**src/rtl/adc_pin_mode_pkg.sv**
```systemverilog
// Purpose: Shared constants for the converter pin-mode select block.
// Assumes: 32-bit Avalon-MM register bus with byte addresses.
// Notes:   Register offsets are byte addresses, one word each.
`default_nettype none
package adc_pin_mode_pkg;
    // ------------------------------------------------------------------
    // Register map
    // ------------------------------------------------------------------
    localparam int        ADDR_W        = 4;
    localparam int        DATA_W        = 32;
    localparam int        FS_W          = 8;
    localparam logic [3:0] OFF_CONTROL  = 4'h0;
    localparam logic [3:0] OFF_STATUS   = 4'h4;
    localparam logic [3:0] OFF_FS_ADJ   = 4'h8;
    // Field positions.
    localparam int        CTL_CAL_START = 0;
    localparam int        ST_CAL_ACTIVE = 0;
    localparam int        ST_EXT_ACTIVE = 1;
    localparam int        ST_DIFF_RST   = 2;
    localparam int        ST_AC_COUPLE  = 3;
    localparam int        ST_ALT_EXT    = 4;
    localparam int        ST_FS_HIGH    = 5;
    localparam int        ST_FS_PIN     = 6;
    // Reset values.
    localparam logic [FS_W-1:0]   FS_ADJ_RESET = 8'h80;
    localparam logic [DATA_W-1:0] ZERO_WORD    = 32'h0000_0000;
    // Default calibration length in clock cycles.
    localparam int        CAL_CYCLES_DEF = 1024;
    // Calibration sequencer states.
    typedef enum logic {CAL_IDLE, CAL_RUN} cal_state_e;
endpackage : adc_pin_mode_pkg
`default_nettype wire

```
**src/rtl/adc_pin_mode_select.sv**
```systemverilog
// Purpose: Pin-strap mode decode and calibration indicator of a converter.
// Assumes: sys_clk 200 MHz; strap pins are asynchronous to it.
// Notes:   Registers on Avalon-MM; answers one cycle after a request.
//
// Implementation choices: the register addresses and the Avalon-MM register port.
`default_nettype none
module adc_pin_mode_select
    import adc_pin_mode_pkg::*;
#(
    parameter int CAL_CYCLES = CAL_CYCLES_DEF
) (
    // Clock and reset.
    input  wire logic                          sys_clk,
    input  wire logic                          rst,
    // Avalon-MM slave.
    input  wire logic [adc_pin_mode_pkg::ADDR_W-1:0] address,
    input  wire logic                          read,
    input  wire logic                          write,
    input  wire logic [adc_pin_mode_pkg::DATA_W-1:0] writedata,
    output logic      [adc_pin_mode_pkg::DATA_W-1:0] readdata,
    output logic                               waitrequest,
    // Strap and shared pins.
    input  wire logic                          extended_ctrl_select_n,
    input  wire logic                          clock_reset_style_select,
    input  wire logic                          sharedRangePin,
    input  wire logic                          clockResetPosPin,
    input  wire logic                          commonModeSense,
    // Decoded modes and indicator.
    output logic                               calibration_active_flag,
    output logic                               extendedCtrlActive,
    output logic                               differentialReset,
    output logic                               output_clock_reset,
    output logic                               acCouplingMode,
    output logic                               alternate_extended_ctrl_select,
    output logic                               full_scale_range_select,
    output logic      [adc_pin_mode_pkg::FS_W-1:0] fullScaleCode
);
    import adc_pin_mode_pkg::*;

    // ------------------------------------------------------------------
    // Pin synchronisers
    // ------------------------------------------------------------------
    localparam int NPIN = 5;
    logic [NPIN-1:0] pinRaw;
    logic [NPIN-1:0] pinMeta_q;
    logic [NPIN-1:0] pinSync_q;
    logic [NPIN-1:0] pinMeta_d;
    logic [NPIN-1:0] pinSync_d;

    assign pinRaw = {commonModeSense, clockResetPosPin, sharedRangePin,
                     clock_reset_style_select, extended_ctrl_select_n};

    // Two flops per pin; only the second stage is read by logic.
    always_comb begin
        pinMeta_d = pinRaw;
        pinSync_d = pinMeta_q;
    end

    always_ff @(posedge sys_clk or posedge rst) begin
        if (rst) begin
            pinMeta_q <= '1;
            pinSync_q <= '1;
        end else begin
            pinMeta_q <= pinMeta_d;
            pinSync_q <= pinSync_d;
        end
    end

    logic extSelN;
    logic styleHigh;
    logic rangePin;
    logic rstPos;
    logic cmLevel;
    assign {cmLevel, rstPos, rangePin, styleHigh, extSelN} = pinSync_q;

    // ------------------------------------------------------------------
    // Mode decode
    // ------------------------------------------------------------------
    logic [FS_W-1:0] fsAdj_q;

    // Decode follows the synchronised levels with no state in between.
    always_comb begin
        extendedCtrlActive = !extSelN;
        differentialReset  = !styleHigh;
        // Single-ended reset uses the positive pin; differential takes
        // the pair, asserted when plus is high and minus is low.
        output_clock_reset = styleHigh ? rstPos
                                       : (rstPos && !rangePin);
        alternate_extended_ctrl_select = styleHigh && rangePin;
        full_scale_range_select = styleHigh ? rangePin : 1'b1;
        fullScaleCode = extendedCtrlActive ? fsAdj_q
                                           : '0;
        acCouplingMode = !cmLevel;
    end

    // ------------------------------------------------------------------
    // Bus slave
    // ------------------------------------------------------------------
    logic              resp_q;
    logic              resp_d;
    logic [DATA_W-1:0] rdata_q;
    logic [DATA_W-1:0] rdata_d;
    logic              wrDone;
    logic              calStart;
    logic [FS_W-1:0]   fsAdj_d;
    logic [DATA_W-1:0] statusWord;

    function automatic logic hits(input logic [ADDR_W-1:0] a,
                                  input logic [ADDR_W-1:0] off);
        return a == off;
    endfunction : hits

    // Each request stalls one cycle, then completes.
    assign waitrequest = (read || write) && !resp_q;
    assign wrDone      = write && resp_q;
    assign readdata    = rdata_q;

    always_comb begin
        statusWord = ZERO_WORD;
        statusWord[ST_CAL_ACTIVE] = calibration_active_flag;
        statusWord[ST_EXT_ACTIVE] = extendedCtrlActive;
        statusWord[ST_DIFF_RST]   = differentialReset;
        statusWord[ST_AC_COUPLE]  = acCouplingMode;
        statusWord[ST_ALT_EXT]    = alternate_extended_ctrl_select;
        statusWord[ST_FS_HIGH]    = full_scale_range_select;
        statusWord[ST_FS_PIN]     = rangePin;
    end

    // Read data is captured on the stall cycle; unmapped reads give 0.
    always_comb begin
        resp_d   = (read || write) && !resp_q;
        rdata_d  = rdata_q;
        fsAdj_d  = fsAdj_q;
        calStart = wrDone && hits(address, OFF_CONTROL)
                   && writedata[CTL_CAL_START];
        if (read && !resp_q) begin
            if (hits(address, OFF_STATUS)) begin
                rdata_d = statusWord;
            end else if (hits(address, OFF_FS_ADJ)) begin
                rdata_d = {{(DATA_W-FS_W){1'b0}}, fsAdj_q};
            end else begin
                rdata_d = ZERO_WORD;
            end
        end
        // Adjust is only writable while extended control is active.
        if (wrDone && hits(address, OFF_FS_ADJ) && extendedCtrlActive) begin
            fsAdj_d = writedata[FS_W-1:0];
        end
    end

    always_ff @(posedge sys_clk or posedge rst) begin
        if (rst) begin
            resp_q  <= 1'b0;
            rdata_q <= ZERO_WORD;
            fsAdj_q <= FS_ADJ_RESET;
        end else begin
            resp_q  <= resp_d;
            rdata_q <= rdata_d;
            fsAdj_q <= fsAdj_d;
        end
    end

    // ------------------------------------------------------------------
    // Calibration sequencer
    // ------------------------------------------------------------------
    localparam int CW = $clog2(CAL_CYCLES + 1);
    localparam logic [CW-1:0] CAL_LAST = CW'(CAL_CYCLES - 1);
    cal_state_e    calState_q;
    cal_state_e    calState_d;
    logic [CW-1:0] calCnt_q;
    logic [CW-1:0] calCnt_d;

    // A start request while running is ignored.
    always_comb begin
        calState_d = calState_q;
        calCnt_d   = calCnt_q;
        unique case (calState_q)
            CAL_IDLE: begin
                if (calStart) begin
                    calState_d = CAL_RUN;
                    calCnt_d   = '0;
                end
            end
            CAL_RUN: begin
                calCnt_d = calCnt_q + CW'(1);
                if (calCnt_q == CAL_LAST) begin
                    calState_d = CAL_IDLE;
                end
            end
        endcase
    end

    always_ff @(posedge sys_clk or posedge rst) begin
        if (rst) begin
            calState_q <= CAL_IDLE;
            calCnt_q   <= '0;
        end else begin
            calState_q <= calState_d;
            calCnt_q   <= calCnt_d;
        end
    end

    assign calibration_active_flag = (calState_q == CAL_RUN);
endmodule : adc_pin_mode_select
`default_nettype wire

```
**config.mk**
```make
export PLATFORM = sky130hd
export DESIGN_NAME = adc_pin_mode_select
export DESIGN_NICKNAME = d
export VERILOG_FILES = /design/src/rtl/adc_pin_mode_pkg.sv /design/src/rtl/adc_pin_mode_select.sv
export SDC_FILE = /design/constraint.sdc
export NUM_CORES = 1
export LEC_CHECK = 0
export BUFFER_PORTS_ARGS = -buffer_cell sky130_fd_sc_hd__buf_2
export CELL_PAD_IN_SITES_DETAIL_PLACEMENT = 1
export CELL_PAD_IN_SITES_GLOBAL_PLACEMENT = 1
export CORE_MARGIN = 10
export CORE_UTILIZATION = 30
export DETAILED_ROUTE_END_ITERATION = 6
export PLACE_DENSITY_LB_ADDON = 0.1
export SLEW_MARGIN = 5
export SYNTH_ARGS = -nofsm -noshare
export SYNTH_HDL_FRONTEND = slang
export SYNTH_SLANG_ARGS = --single-unit
export TNS_END_PERCENT = 30
```
**constraint.sdc**
```tcl
create_clock -name sys_clk -period 1.3 [get_ports sys_clk]
set_input_delay 0 -clock sys_clk [delete_from_list [all_inputs] [get_ports sys_clk]]
set_output_delay 0 -clock sys_clk [all_outputs]
set_load 0.02 [all_outputs]
```
==> results.json <==
{
  "status": "finished, violations left",
  "failed_checks": "negative setup slack",
  "dieArea_mm2": 0.00950,
  "io_pins": 93,
  "synth_area_mm2": 0.00180,
  "nets": 284,
  "cp-start-kind": "register",
  "wl_um": 4850,
  "cts_sinks": 39,
  "drc_errors": 0,
  "synth_seq_cells": 39,
  "numPortBuffers": 44,
  "cts-root-buf": "clkbuf_8",
  "die_h_um": 97.5,
  "cp-startpoint": "calibration_active_flag",
  "synthArstFlopShare": 1.00,
  "drt_iter0_markers": 54,
  "core_mm2": 0.00589,
  "antenna_found_initial": 0,
  "hold_path_class": "input port to register",
  "synth_area_per_cell_um2": 10.9,
  "total_power_uw": 3060,
  "synth_area_leaders": "dfrtp_1 39%, dfstp_2 16%, buf_4 10%",
  "wire_per_inst_um": 15.4,
  "crit_path_end_kind": "register",
  "grt_usage": 0.106,
  "fmax_mhz": 749,
  "r2r_cells": 4,
  "synthCells": 165,
  "arrival_ns": 1.51,
  "ir_drop_mv": 0.527,
  "post-place-ws_ns": -0.233,
  "r2r_slack_ns": -0.04,
  "synth_edf_count": 0,
  "min_period_over_period": 1.03,
  "clk_pin_slew_ns": 0.08,
  "tightest_slew_ns": 0.506,
  "area_growth_syn_to_layout_pct": 30.9,
  "timing.slew.headroom": 0.663,
  "synth.most_common_cell": "dfrtp_1",
  "cellPowerDensity_mw_per_mm2": 1300,
  "grt_pass1_wl_um": 8250,
  "gp_congestion": 0.765,
  "grt_pass1_vias": 1538,
  "clock_latency_ns": 0.29,
  "leakagePower_uw": 0.00115,
  "synth-warning-count": 0,
  "grt_max_degree": 40,
  "setup_viol": 11,
  "tritoncts": "built",
  "detail-route-antenna-nets": 0,
  "hold_viol_final": 0,
  "nFillCells": 680,
  "slowest_delay_ns": 0.38,
  "cap_viol_max_count": 0,
  "slew_viol_final": 0,
  "multiInputGateArea_um2": 698,
  "first_pass_iters": 4,
  "clk_path_buf_depth": 2,
  "drive_above_1_share": 0.385,
  "path_class": "register to register",
  "required_ns": 1.47,
  "vias": 1373,
  "seq_area_frac_synth": 0.550,
  "cp_slowest_cell": "dfrtp_2",
  "die_w_um": 97.5,
  "whs_ns": 0.0147,
  "synth_top_area_share": 0.389,
  "regArea_um2": 991,
  "cts_buffers": 5,
  "final.setup_skew_ns": 0.00577,
  "diodes": 0,
  "start_util": 0.306,
  "endpoint": "calCnt_q[9]",
  "yosysUniqueCellTypes": 35,
  "rows": 28,
  "setup_slack_ns": -0.0353,
  "hpwl_um": 3800,
  "rsz0062_at_grt": "true",
  "htree_num_levels": 2,
  "r2r-start": "calibration_active_flag",
  "r2r-end": "calCnt_q[9]",
  "min_path_cells": 3,
  "min_period_ns": 1.34,
  "ys_top_cells_by_count": "28 x dfrtp_1, 24 x buf_4, 18 x nand2_1",
  "yosysTopAreaCell": "dfrtp_1",
  "grt_overflow": 0,
  "path_cells": "and3_1 -> nand4_1 -> o211ai_1 -> o31ai_1",
  "min-delay-start": "write",
  "path_max_fanout": 6,
  "synthFlopType": "dfrtp_1",
  "via_per_inst": 4.37
}
## metrics by stage
step	TNS [ns]	area [um^2]	utilization	std cells
6_report	-0.217	2360	0.400	314
5_1_grt	-1.18	2360	0.400	314
4_1_cts	-0.204	2350	0.399	314
3_5_place_dp	-2.77	2100	0.357	292
3_3_place_gp	-2.24	2100	0.357	292
2_1_floorplan	-0.507	1900	-	188
## worst max-delay path, delay by kind of cell (launching register included)
kind             cells  cell delay (ns)
flip-flops           1             0.38
AO/OA/AOI/OAI        2             0.36
AND/OR/NAND/NOR      2             0.47
## worst min path at each step
stage,endpoint,slack [ns]
detailed placement,pinMeta_q[3],0.11
finish,resp_q,0.01
global placement,pinMeta_q[0],0.11
global route,fsAdj_q[0],0.04
floorplan,pinMeta_q[0],0.004
CTS,resp_q,0.01
## sequential cells by signal, summed over array words and instances, names as in the netlist
name / cells
fsAdj_q: 8
pinMeta_q: 5
readdata: 8
resp_q: 1
calCnt_q: 11
pinSync_q: 5
calibration_active_flag: 1
## report_power, final
part	total (uW)	internal [uW]	switching [uW]
logic	726	334	393
clock network	879	433	446
registers	1460	1370	87.8
## what timing repair did
action / CTS / global route
hold endpoints to repair: 40 / 0
cloned: 0 / 0
pin swaps: 1 / 0
buffers inserted: 1 / 0
resized for setup: 2 / 3
setup endpoints to repair: 17 / 19
hold buffers: 13 / 0
## cell type report
type                    count  area share
repair buffers             71       0.193
inverters                   5     0.00797
multi-input cells         116       0.296
clock buffers               6      0.0351
flip-flops and latches     39       0.421
clock inverters             2     0.00690
well taps                  75      0.0398
## per-layer routing
layer	global-route usage	part of all wire	vias up
met5	0	0	-
met4	0.0358	0.018	0
met3	0.0469	0.076	10
met2	0.167	0.49	47
met1	0.125	0.42	656
li1	-	-	660
## placed cells by master (no fill, tap or decap), types with 2 or more instances in the layout
master | Yosys | layout
a22oi_1 | 7 | 7
buf_2 | 1 | 44
buf_4 | 24 | 14
clkbuf_8 | 0 | 6
conb_1 | 1 | 24
dfrtp_1 | 28 | 27
dfstp_2 | 11 | 11
dlygate4sd3_1 | 0 | 13
inv_1 | 5 | 5
mux2_2 | 8 | 8
nand2_1 | 18 | 18
nand2b_1 | 3 | 3
nand3_1 | 4 | 4
nand4_1 | 4 | 4
nor2_1 | 3 | 3
nor2b_1 | 8 | 7
o211ai_1 | 4 | 4
o21ai_0 | 12 | 12
o31ai_1 | 3 | 3
or3_4 | 0 | 2
xnor2_1 | 2 | 2
## cells by family after synthesis
group,count (synthesis),synth area share
mux,9,0.0556
fa+ha+maj,1,0.00695
compound gates,29,0.101
flops,39,0.550
buf+inv,33,0.124
other cells,1,0.00208
xor+xnor,2,0.00973
simple gates,51,0.151
No activity file was read; power rests on OpenSTA's default activity.
